[src/rtl/igp_pkg.sv]
package igp_pkg;

  // ---------------------------------------------------------------------
  // Timing figures (ns) and derived cycle counts at 10 MHz
  // ---------------------------------------------------------------------
  localparam int CLK_PERIOD_NS       = 100;
  localparam int GAP_NS              = 3000;
  localparam int MIN_ON_NS           = 1500;
  localparam int MIN_OFF_LO_NS       = 3000;
  localparam int MIN_OFF_HI_NS       = 3500;
  localparam int GAP_CYC             =
    (GAP_NS + CLK_PERIOD_NS - 1) / CLK_PERIOD_NS;
  localparam int MIN_ON_CYC          =
    (MIN_ON_NS + CLK_PERIOD_NS - 1) / CLK_PERIOD_NS;
  localparam int MIN_OFF_LO_CYC      =
    (MIN_OFF_LO_NS + CLK_PERIOD_NS - 1) / CLK_PERIOD_NS;
  localparam int MIN_OFF_HI_CYC      =
    (MIN_OFF_HI_NS + CLK_PERIOD_NS - 1) / CLK_PERIOD_NS;
  localparam int CNT_W               = 6;
  localparam int PHASES              = 3;

  // ---------------------------------------------------------------------
  // Per-switch state
  // ---------------------------------------------------------------------
  typedef enum logic [1:0] {
    IGP_OFF,
    IGP_ON
  } igp_sw_t;

endpackage

[src/rtl/igp_leg_if.sv]
`timescale 1ns/1ps
interface igp_leg_if;
  logic hi_req;
  logic lo_req;
  logic kill;
  logic heavy;
  logic hi_cmd;
  logic lo_cmd;

  modport ctrl (input hi_req, lo_req, kill, heavy, output hi_cmd, lo_cmd);
  modport top  (output hi_req, lo_req, kill, heavy, input hi_cmd, lo_cmd);
endinterface

[src/rtl/igp_leg.sv]
`timescale 1ns/1ps
module igp_leg
  import igp_pkg::*;
(
  // Clock and reset
  input  wire logic clk_sys,
  input  wire logic reset,
  // Leg requests and commands
  igp_leg_if.ctrl   leg
);
  import igp_pkg::*;

  // Counters must reach the longest off time
  if (2 ** CNT_W - 1 <= MIN_OFF_HI_CYC) begin : g_bad_cnt_w
    $error("CNT_W too narrow for the timing counts");
  end

  igp_sw_t               hs_r, hs_nxt, ls_r, ls_nxt;
  logic [CNT_W-1:0]      hc_r, hc_nxt, lc_r, lc_nxt, gap_r, gap_nxt;

  // ---------------------------------------------------------------------
  // Leg sequencer: min on, min off, shoot-through gap
  // ---------------------------------------------------------------------
  function automatic logic [CNT_W-1:0] sat(input logic [CNT_W-1:0] v);
    sat = (v == '1) ? v : v + 6'h01;
  endfunction

  always_comb begin
    logic [CNT_W-1:0] off_min;
    off_min = leg.heavy ? CNT_W'(MIN_OFF_HI_CYC)
                        : CNT_W'(MIN_OFF_LO_CYC);
    hs_nxt  = hs_r;
    ls_nxt  = ls_r;
    hc_nxt  = sat(hc_r);
    lc_nxt  = sat(lc_r);
    gap_nxt = sat(gap_r);
    unique case (hs_r)
      IGP_ON: begin
        if (leg.kill || (!leg.hi_req && hc_r >= CNT_W'(MIN_ON_CYC))) begin
          hs_nxt  = IGP_OFF;
          hc_nxt  = '0;
          gap_nxt = '0;
        end
      end
      IGP_OFF: begin
        if (!leg.kill && leg.hi_req && ls_r == IGP_OFF &&
            gap_r >= CNT_W'(GAP_CYC) && hc_r >= off_min) begin
          hs_nxt = IGP_ON;
          hc_nxt = '0;
        end
      end
    endcase
    unique case (ls_r)
      IGP_ON: begin
        if (leg.kill || (!leg.lo_req && lc_r >= CNT_W'(MIN_ON_CYC))) begin
          ls_nxt  = IGP_OFF;
          lc_nxt  = '0;
          gap_nxt = '0;
        end
      end
      IGP_OFF: begin
        if (!leg.kill && leg.lo_req && hs_r == IGP_OFF &&
            hs_nxt == IGP_OFF && !leg.hi_req &&
            gap_r >= CNT_W'(GAP_CYC) && lc_r >= off_min) begin
          ls_nxt = IGP_ON;
          lc_nxt = '0;
        end
      end
    endcase
  end

  always_ff @(posedge clk_sys or posedge reset) begin
    if (reset) begin
      hs_r  <= IGP_OFF;
      ls_r  <= IGP_OFF;
      hc_r  <= '1;
      lc_r  <= '1;
      gap_r <= '1;
    end else begin
      hs_r  <= hs_nxt;
      ls_r  <= ls_nxt;
      hc_r  <= hc_nxt;
      lc_r  <= lc_nxt;
      gap_r <= gap_nxt;
    end
  end

  assign leg.hi_cmd = (hs_r == IGP_ON);
  assign leg.lo_cmd = (ls_r == IGP_ON);

  // ---------------------------------------------------------------------
  // Assertions
  // ---------------------------------------------------------------------
  // Run lengths of each command, counted apart from the sequencer
  logic [CNT_W-1:0]      hi_on_n_r, hi_on_n_nxt, lo_on_n_r, lo_on_n_nxt;
  logic [CNT_W-1:0]      hi_off_n_r, hi_off_n_nxt, lo_off_n_r, lo_off_n_nxt;

  always_comb begin
    hi_on_n_nxt  = leg.hi_cmd ? sat(hi_on_n_r) : '0;
    lo_on_n_nxt  = leg.lo_cmd ? sat(lo_on_n_r) : '0;
    hi_off_n_nxt = leg.hi_cmd ? '0 : sat(hi_off_n_r);
    lo_off_n_nxt = leg.lo_cmd ? '0 : sat(lo_off_n_r);
  end

  always_ff @(posedge clk_sys or posedge reset) begin
    if (reset) begin
      hi_on_n_r  <= '0;
      lo_on_n_r  <= '0;
      hi_off_n_r <= '1;
      lo_off_n_r <= '1;
    end else begin
      hi_on_n_r  <= hi_on_n_nxt;
      lo_on_n_r  <= lo_on_n_nxt;
      hi_off_n_r <= hi_off_n_nxt;
      lo_off_n_r <= lo_off_n_nxt;
    end
  end

  a_leg_no_overlap: assert property (
    @(posedge clk_sys) disable iff (reset)
    !(leg.hi_cmd && leg.lo_cmd))
    else $error("both switches of a leg on");
  a_gap_hi_to_lo: assert property (
    @(posedge clk_sys) disable iff (reset)
    $rose(leg.lo_cmd) |-> hi_off_n_r >= GAP_CYC)
    else $error("gap after high side too short");
  a_gap_lo_to_hi: assert property (
    @(posedge clk_sys) disable iff (reset)
    $rose(leg.hi_cmd) |-> lo_off_n_r >= GAP_CYC)
    else $error("gap after low side too short");
  a_on_width: assert property (
    @(posedge clk_sys) disable iff (reset)
    $fell(leg.hi_cmd) && !$past(leg.kill) |-> hi_on_n_r >= MIN_ON_CYC)
    else $error("on pulse too short");
  a_on_width_lo: assert property (
    @(posedge clk_sys) disable iff (reset)
    $fell(leg.lo_cmd) && !$past(leg.kill) |-> lo_on_n_r >= MIN_ON_CYC)
    else $error("low side on pulse too short");
  a_off_width: assert property (
    @(posedge clk_sys) disable iff (reset)
    $rose(leg.lo_cmd) |->
      lo_off_n_r >= ($past(leg.heavy) ? MIN_OFF_HI_CYC : MIN_OFF_LO_CYC))
    else $error("off interval too short");
  a_off_width_hi: assert property (
    @(posedge clk_sys) disable iff (reset)
    $rose(leg.hi_cmd) |->
      hi_off_n_r >= ($past(leg.heavy) ? MIN_OFF_HI_CYC : MIN_OFF_LO_CYC))
    else $error("high side off interval too short");
  c_leg_hi: cover property (@(posedge clk_sys) $rose(leg.hi_cmd));
  c_leg_lo: cover property (@(posedge clk_sys) $rose(leg.lo_cmd));
endmodule

[src/rtl/igp_ctrl.sv]
`timescale 1ns/1ps
// Contract
// - Keep 3.0 us gap between leg switches
// - On pulses last at least 1.5 us; a kill from the latched fault or a low fault line cuts them short
// - Off intervals 3.0 us, 3.5 us heavy current
// - Open-drain fault line, low means fault
module igp_ctrl
  import igp_pkg::*;
#(
  parameter int PHASES_P = PHASES
)(
  // Clock and reset
  input  wire logic                clk_sys,
  input  wire logic                reset,
  // PWM requests from the modulator
  input  wire logic [PHASES_P-1:0] pwm_hi_req,
  input  wire logic [PHASES_P-1:0] pwm_lo_req,
  input  wire logic                heavy_current,
  // Software recovery
  input  wire logic                restart,
  output logic                     fault_latched,
  output logic                     fault_event,
  // Gate inputs of the module
  output logic [PHASES_P-1:0]      gate_hi,
  output logic [PHASES_P-1:0]      gate_lo,
  // Open-drain fault line
  input  wire logic                fault_out_in,
  output logic                     fault_out_o,
  output logic                     fault_out_oe
);
  import igp_pkg::*;

  if (PHASES_P < 1 || PHASES_P > 8) begin : g_bad_phases
    $error("PHASES_P out of range");
  end

  // ---------------------------------------------------------------------
  // Fault line sync and event capture
  // ---------------------------------------------------------------------
  logic fo_s1_r, fo_s2_r, fo_s3_r;
  logic lat_r, lat_nxt;
  logic fault_now, fault_edge;

  // Line only sensed, never driven low by the host
  assign fault_out_o  = 1'b0;
  assign fault_out_oe = 1'b0;
  assign fault_now    = !fo_s2_r;
  assign fault_edge   = fo_s3_r && !fo_s2_r;

  always_comb begin
    lat_nxt = lat_r;
    if (restart && !fault_now)
      lat_nxt = 1'b0;
    if (fault_edge)
      lat_nxt = 1'b1;
  end

  always_ff @(posedge clk_sys or posedge reset) begin
    if (reset) begin
      fo_s1_r <= 1'b1;
      fo_s2_r <= 1'b1;
      fo_s3_r <= 1'b1;
      lat_r   <= 1'b0;
    end else begin
      fo_s1_r <= fault_out_in;
      fo_s2_r <= fo_s1_r;
      fo_s3_r <= fo_s2_r;
      lat_r   <= lat_nxt;
    end
  end

  assign fault_latched = lat_r;
  assign fault_event   = fault_edge;

  // ---------------------------------------------------------------------
  // Legs
  // ---------------------------------------------------------------------
  logic kill;
  // A reported trip or undervolt means the device needs a fresh
  // low-to-high edge to re-arm; holding all gates low gives it one
  // later, on restart.
  assign kill = lat_r || fault_now;

  for (genvar p = 0; p < PHASES_P; p++) begin : g_leg
    igp_leg_if leg ();
    assign leg.hi_req = pwm_hi_req[p];
    assign leg.lo_req = pwm_lo_req[p];
    assign leg.kill   = kill;
    assign leg.heavy  = heavy_current;
    igp_leg u_leg (
      .clk_sys (clk_sys),
      .reset   (reset),
      .leg     (leg.ctrl)
    );
    assign gate_hi[p] = leg.hi_cmd;
    assign gate_lo[p] = leg.lo_cmd;
  end

  // ---------------------------------------------------------------------
  // Assertions
  // ---------------------------------------------------------------------
  a_fault_gates_low: assert property (
    @(posedge clk_sys) disable iff (reset)
    lat_r |=> (gate_hi == '0 && gate_lo == '0))
    else $error("gates driven while fault latched");
  a_line_low_gates: assert property (
    @(posedge clk_sys) disable iff (reset)
    fault_now |=> (gate_hi == '0 && gate_lo == '0))
    else $error("gates driven while fault line low");
  a_fault_latches: assert property (
    @(posedge clk_sys) disable iff (reset)
    $fell(fo_s2_r) |=> lat_r)
    else $error("fault edge not latched");
  a_line_released: assert property (
    @(posedge clk_sys) disable iff (reset)
    !fault_out_oe)
    else $error("host drives fault line");
  a_latch_holds: assert property (
    @(posedge clk_sys) disable iff (reset)
    lat_r && !restart |=> lat_r)
    else $error("fault latch dropped without restart");
  c_fault_seen: cover property (@(posedge clk_sys) $rose(lat_r));
  c_restart: cover property (@(posedge clk_sys) $fell(lat_r));
  c_run: cover property (@(posedge clk_sys) gate_lo != '0);
endmodule

[config.mk]
export PLATFORM = sky130hd
export DESIGN_NAME = igp_ctrl
export DESIGN_NICKNAME = d
export VERILOG_FILES = /design/src/rtl/igp_pkg.sv /design/src/rtl/igp_leg_if.sv /design/src/rtl/igp_leg.sv /design/src/rtl/igp_ctrl.sv
export SDC_FILE = /design/constraint.sdc
export NUM_CORES = 1
export LEC_CHECK = 0
export ABC_AREA = 0
export BUFFER_PORTS_ARGS = -buffer_cell sky130_fd_sc_hd__buf_2
export CAP_MARGIN = 10
export CORE_ASPECT_RATIO = 0.8
export CORE_MARGIN = 3
export CORE_UTILIZATION = 60
export CTS_BUF_LIST = sky130_fd_sc_hd__clkbuf_16
export DETAILED_ROUTE_END_ITERATION = 10
export PLACE_DENSITY = 0.77
export SLEW_MARGIN = 20
export SYNTH_ARGS = -nofsm -noshare
export SYNTH_HDL_FRONTEND = slang
export SYNTH_HIERARCHICAL = 1
export SYNTH_SLANG_ARGS = --single-unit
[constraint.sdc]
create_clock -name clk_sys -period 3.1 [get_ports clk_sys]
set_input_delay 0.31 -clock clk_sys [delete_from_list [all_inputs] [get_ports clk_sys]]
set_output_delay 0.31 -clock clk_sys [all_outputs]
set_load 0.005 [all_outputs]
# After elaboration in Yosys (flattened, before gate mapping)
# Index checks and enable logic that the tools add are counted.
# totals
regBits	70
input_bits	11
output_inout_bits	10
elab_cells	190
# classes
add_sub_neg	9
magnitude_cmp	15
n_eq_ne	21
mux	60
n_reduce_logical	66
# ops
cell	n
2-to-1 mux 6 bit	34
one-hot mux 6 bit (2 select lines)	6
adder 6 x 1 -> 6 bit (second input constant)	9
equality test 6 bit (second input constant)	9
logical AND 1 bit	38
greater-or-equal comparator 6 x 4 -> 1 bit (second input constant)	6
greater-or-equal comparator 6 bit	6
2-to-1 mux 2 bit	12
one-hot mux 2 bit (2 select lines)	6
greater-or-equal comparator 6 x 5 -> 1 bit (second input constant)	3
logical NOT 2 bit	9
equality test 2 x 1 -> 1 bit (second input constant)	6
logical NOT 1 bit	8
logical OR 1 bit	7
inequality test 2 x 1 -> 1 bit (second input constant)	3
inequality test 2 bit (second input constant)	3
AND reduction 2 bit	3
2-to-1 mux 1 bit	2
nonzero test 2 bit	1

# Logic depth before layout (Yosys ltp)
# depth
word_depth	16
mapped_depth	7
depth_no_buf	6

# Modules after synthesis
# The synthesis kept the hierarchy.
# modules_own_cells
module	instances	cells_each	area_each_um2	seq_area_each_um2
igp_leg	3	141	1417.6	548.0
igp_ctrl	1	19	195.2	103.8

# Worst setup path before layout
# No wires, ideal clock.
# synth_path
path_kind	reg-to-reg
from	register fo_s2_r
to	register g_leg[0].u_leg.ls_r[0]
setup_time_ns	0.064
arrival_ns	1.971
required_ns	3.036
path_slack_ns	1.065
path_stages_with_launch	7
n_path_buf	1
period_less_slack_ns	2.035
cell_sequence	dfstp_2 > nand2_1 > or4_4 > nor3_1 > and3_1 > buf_6 > a22o_2
# synth_between
elab_chain_len	16
elab_cells_between_ends	22
cone_classes	eq/ne: 2; mux: 3; reduce/logical: 17
# synth_lines
item	line_no	rtl
start, declared	igp_ctrl.sv:40	logic fo_s1_r, fo_s2_r, fo_s3_r;
start signal, assigned	igp_ctrl.sv:66	fo_s2_r <= fo_s1_r;
logical NOT 1 bit (*)	igp_ctrl.sv:47	assign fault_now = !fo_s2_r;
logical OR 1 bit (*)	igp_ctrl.sv:82	assign kill = lat_r || fault_now;
net g_leg[0].leg.kill	igp_leg_if.sv:5	logic kill;
logical NOT 1 bit	igp_leg.sv:46, igp_leg.sv:62	
logical AND 1 bit (3 in series)	igp_leg.sv:46	if (!leg.kill && leg.hi_req && ls_r == IGP_OFF &&
logical AND 1 bit	igp_leg.sv:47	gap_r >= CNT_W'(GAP_CYC) && hc_r >= off_min) begin
2-to-1 mux 2 bit	igp_leg.sv:46	
one-hot mux 2 bit (2 select lines)	igp_leg.sv:37	unique case (hs_r)
logical NOT 2 bit	igp_leg.sv:63	hs_nxt == IGP_OFF && !leg.hi_req &&
logical AND 1 bit	igp_leg.sv:62	if (!leg.kill && leg.lo_req && hs_r == IGP_OFF &&
logical AND 1 bit (2 in series)	igp_leg.sv:63	
logical AND 1 bit	igp_leg.sv:64	gap_r >= CNT_W'(GAP_CYC) && lc_r >= off_min) begin
inequality test 2 bit (no source line)	--	
AND reduction 2 bit (no source line) (*)	--	
end signal, assigned	igp_leg.sv:81	ls_r <= ls_nxt;
end, declared	igp_leg.sv:18	igp_sw_t hs_r, hs_nxt, ls_r, ls_nxt;
# Mark *: on every way through the listed nets, which the timed path passes. The rest lies on a longest branch.
# A chain may end at the register's enable or synchronous reset.

# Final worst setup path
# layout_path
from	register fo_s2_r
to	register g_leg[1].u_leg.ls_r[0]
# layout_between
elab_chain_len	16
elab_cells_between_ends	22
cone_classes	eq/ne: 2; mux: 3; reduce/logical: 17
# layout_lines
item	line_no
logical NOT 1 bit (*)	igp_ctrl.sv:47
logical OR 1 bit (*)	igp_ctrl.sv:82
net g_leg[0].leg.kill	igp_leg_if.sv:5
logical NOT 1 bit	igp_leg.sv:46, igp_leg.sv:62
logical AND 1 bit (3 in series)	igp_leg.sv:46
logical AND 1 bit	igp_leg.sv:47
2-to-1 mux 2 bit	igp_leg.sv:46
one-hot mux 2 bit (2 select lines)	igp_leg.sv:37
logical NOT 2 bit	igp_leg.sv:63
logical AND 1 bit	igp_leg.sv:62
logical AND 1 bit (2 in series)	igp_leg.sv:63
logical AND 1 bit	igp_leg.sv:64
inequality test 2 bit (no source line)	--
AND reduction 2 bit (no source line) (*)	--
end signal, assigned	igp_leg.sv:81
end, declared	igp_leg.sv:18
# Marks and branches as above.

==> implementation parameters <==
Parameter                              Value

Run status
  Status ... finished clean

Timing
  Final setup viols ... 0
  Maximum clock skew at final layout ... around 0.0084 ns
  Worst-case headroom to the max-slew limit ... 46.53%
  Portion of the clock cycle consumed by the worst path in the final layout ... between 70 and 80%
  Count of pins over their slew limit ... 0
  Worst slew pin tran ... around 0.8 ns
  Maximum operating frequency ... about 440 MHz
  Setup TNS ... 0 ns
  Hold slack ... 0.08310 ns
  Setup repair after global routing missed its margin ... false
  Number of endpoints with negative hold slack in the final report ... 0
  Shortest period the worst path allows ... roughly 2.3 ns

Drt
  Vias per cell ... 6.171
  Detailed-routing iteration count for the pre-antenna-repair pass ... 4
  DRC marker count from the first detailed-route iteration ... between 100 and 150
  Total via count in the routed design ... 3419
  Remaining DRCs ... 0
  Antenna Violating Nets Remaining ... 0
  DRT Wirelength ... approximately 9000 um
  Average wire per standard cell ... between 15 and 20 um

Hold path
  Min-delay src ... fault_out_in
  Hold path depth ... 1
  Worst hold endpoint ... fo_s1_r$_DFF_PP1_
  Path type of the worst min-delay path ... in2reg

Worst setup path
  Slowest cell on the critical path ... sky130_fd_sc_hd__or4_4
  CP startpoint kind ... flop
  Maximum cell stage delay along the critical path ... between 0.6 and 0.7 ns
  Cell family with the largest share of critical-path delay ... simple AND/OR/NAND/NOR gates
  Worst-path maximum fanout ... 10
  Critical Path RT ... roughly 3.4 ns
  Arrival time of the worst setup path ... roughly 2.6 ns
  Critical register-to-register path startpoint ... fo_s2_r$_DFF_PP1_
  Reg-to-reg endpoint ... g_leg[1].u_leg/ls_r[0]$_DFFE_PP0P_
  Buffer and inverter count on the worst path ... 0
  Crit Path Category ... reg2reg
  Register-to-Register Path Depth ... 5
  Levels on crit path ... 5
  R2R setup slack ... around 0.81 ns
  Kind of end point of the critical path ... flop
  Cell-by-cell trace of the critical path ... nand2_1, or4_4, nor3_1, and3_1, a22o_2

Floorplanning
  Effective utilization at floorplan ... between 60% and 70%
  Std-Cell Core Area ... 7027 um2
  DIE HEIGHT ... around 83 um
  Number of primary I/O pins ... 21
  Standard-cell rows ... 27
  Die Span X ... about 100 um
  Full die area ... between 8000 and 9000 um2

Placement
  Half-perimeter wire length of the detailed placement result ... around 6700 um
  Area after DPL ... 4564 um2
  IO buf count ... 18
  Final estimated routing congestion in global placement ... between 0.8 and 0.9
  Number of placed cells counting well taps ... 538

Pwr
  Share of total power in combinational logic ... approximately two fifths
  Switching component of the power ... 1952 uW
  PD cells ... approximately 1000 nW/um2
  Reg power frac ... 41.0%
  Maximum VDD drop ... ~0.74 mV
  Internal power consumption ... roughly 3100 uW
  Proportion of power drawn by the clock network ... between 10% and 20%
  Switching portion of total power ... about 39%
  Static Leakage ... 0.002117 uW

Final layout
  Final cell area excluding filler cells ... a little under 5000 um2
  Fin cells ... 554
  Area delta synth->final ... 9.058%
  Ratio of cells with drive above 1 in the final layout ... 23.98%
  Most frequent cells in the layout ... sky130_fd_sc_hd__dfstp_2 (57), sky130_fd_sc_hd__ha_1 (42), sky130_fd_sc_hd__nor2_1 (34)
  Net count of the finished layout ... roughly 520
  Diode count ... 0
  Number of fillers in the final layout ... roughly 540
  Utilization after layout ... between 60% and 70%
  Commonest non-fill, non-tap cell in the layout ... sky130_fd_sc_hd__dfstp_2

Logic synthesis
  Synthesized instance count ... roughly 440
  Post-synthesis average cell area ... between 10 and 15 um2
  Cell variety after synth ... 40
  Netlist Area Pre-Place ... 4448 um2
  Proportion of synthesized chip area in sequential cells ... around two fifths
  Cell type with the highest aggregate area in the netlist ... sky130_fd_sc_hd__dfstp_2
  Yosys warning count ... 6
  Synth top area share ... 33.67%
  Synthesized flop and latch total ... 67
  Dominant cells by area after synthesis ... sky130_fd_sc_hd__dfstp_2 (34%), sky130_fd_sc_hd__ha_1 (12%), sky130_fd_sc_hd__dfrtp_1 (5.6%)

Clock tree
  Clock-pin slew reported for the worst setup and hold paths after clock tree synthesis ... 0.05 ns
  CTS HTree Levels ... 3
  Setup Buffers After CTS ... 0
  Clock insertion delay at the later pin of the skew report ... around 0.33 ns
  Clk sink count ... 67
  Clock buffers created by TritonCTS ... 9
  Total of hold buffers inserted after clock tree synthesis ... 1
  CTS tree ... built
  Buffer depth of the longest clock path ... 2
  Number of instances resized during post-cts repair ... 0
  Master cell of the clock root buffer ... sky130_fd_sc_hd__clkbuf_16

Flow run
  Max-cap violation count ... 0

Global routing
  Via count of the first global-routing pass ... roughly 3400
  Number of antenna violations at the first check in global routing ... 0
  Sum of overflow across all layers after global routing ... 0
  Global-route wire length before repair ... 15830 um
  Pin count of the biggest net entering global routing ... 28
  GRT Total Usage ... a little under a quarter
## cell families (layout without fill, tap and decap cells)
family | Yosys count | in the layout | synth area share, %
buffers and inverters | 40 | 64 | 4.557
xor gates and xnor gates | 21 | 21 | 4.135
and+or+nand+nor | 147 | 147 | 18.71
AOI/OAI and AO/OA | 106 | 106 | 17.19
other | 1 | 2 | 0.08431
adders and majority gates | 42 | 42 | 11.81
muxes | 18 | 18 | 4.219
DFF | 67 | 67 | 39.30
## synthesized netlist by cell type (all sizes together)
library cell  count
a211oi           33
a21oi            15
a221o             3
a22o              6
a311o             3
a31oi             9
and2              6
and3             15
and4b             3
buf              11
conb              1
dfrtp            10
dfstp            57
ha               42
inv              29
mux2              6
mux2i            12
nand2            16
nand2b           12
nand3            33
nor2             34
nor2b             4
nor3              9
nor3b             3
nor4              6
o2111ai           6
o211ai            9
o21a              6
o21ai             9
o21ba             3
o22ai             1
o31ai             3
or2               3
or4               3
xnor2            12
xor2              9
## stage by stage
| step | setup slack, ns | total power (uW) |
|---|---|---|
| 2_1_floorplan | 1.065 | 3528 |
| 3_3_place_gp | 0.9228 | 3927 |
| 3_5_place_dp | 0.8503 | 4064 |
| 4_1_cts | 0.8439 | 5051 |
| 5_1_grt | 0.7445 | 5482 |
| 6_report | 0.8052 | 5037 |
## power by group through the flow
stage / sequential, uW / clock [uW] / combinational [uW]
floorplan: 1910 / 0 / 1620
global placement: 2040 / 0 / 1890
detailed placement: 2060 / 0 / 2000
CTS: 2060 / 971 / 2030
global route: 2140 / 1020 / 2320
finish: 2070 / 948 / 2020
## state kept, by name, summed over array words and instances, names as in the netlist
signal             count
fo_s1_r                1
fo_s2_r                1
fo_s3_r                1
g_leg.u_leg/hc_r      18
fault_latched          1
g_leg.u_leg/hs_r       6
g_leg.u_leg/lc_r      18
g_leg.u_leg/gap_r     18
g_leg.u_leg/ls_r       3
## how the worst max path moves through the flow
stage / to / slack [ns] / from
2_1_floorplan: g_leg[0].u_leg/ls_r[0]$_DFFE_PP0P_ / 1.06 / fo_s2_r$_DFF_PP1_
3_5_place_dp: g_leg[1].u_leg/ls_r[0]$_DFFE_PP0P_ / 0.85 / fo_s2_r$_DFF_PP1_
6_report: g_leg[1].u_leg/ls_r[0]$_DFFE_PP0P_ / 0.81 / fo_s2_r$_DFF_PP1_
5_1_grt: g_leg[0].u_leg/hc_r[0]$_DFF_PP1_ / 0.74 / fo_s2_r$_DFF_PP1_
4_1_cts: g_leg[1].u_leg/ls_r[0]$_DFFE_PP0P_ / 0.84 / fo_s2_r$_DFF_PP1_
3_3_place_gp: g_leg[1].u_leg/hs_r[0]$_DFF_PP0_ / 0.92 / fo_s2_r$_DFF_PP1_
## cell type report
cell class / count / area (um2) / share of cell area, %
clock buffer: 9 / 225.2 / 4.643
sequential: 67 / 1748 / 36.03
clock inverter: 6 / 51.30 / 1.058
inverter: 29 / 108.9 / 2.244
tap: 87 / 108.9 / 2.244
timing repair buffer: 20 / 107.6 / 2.218
multi-input combinational: 336 / 2501 / 51.56
## routing by layer
layer	vias up	wire, um	global-route usage [%]
met2	89	4095	33.86
met5	-	0	0
met3	13	421	4.702
met1	1634	4368	33.89
met4	0	131	7.032
li1	1683	-	-
(Power assumes the default switching activity.)
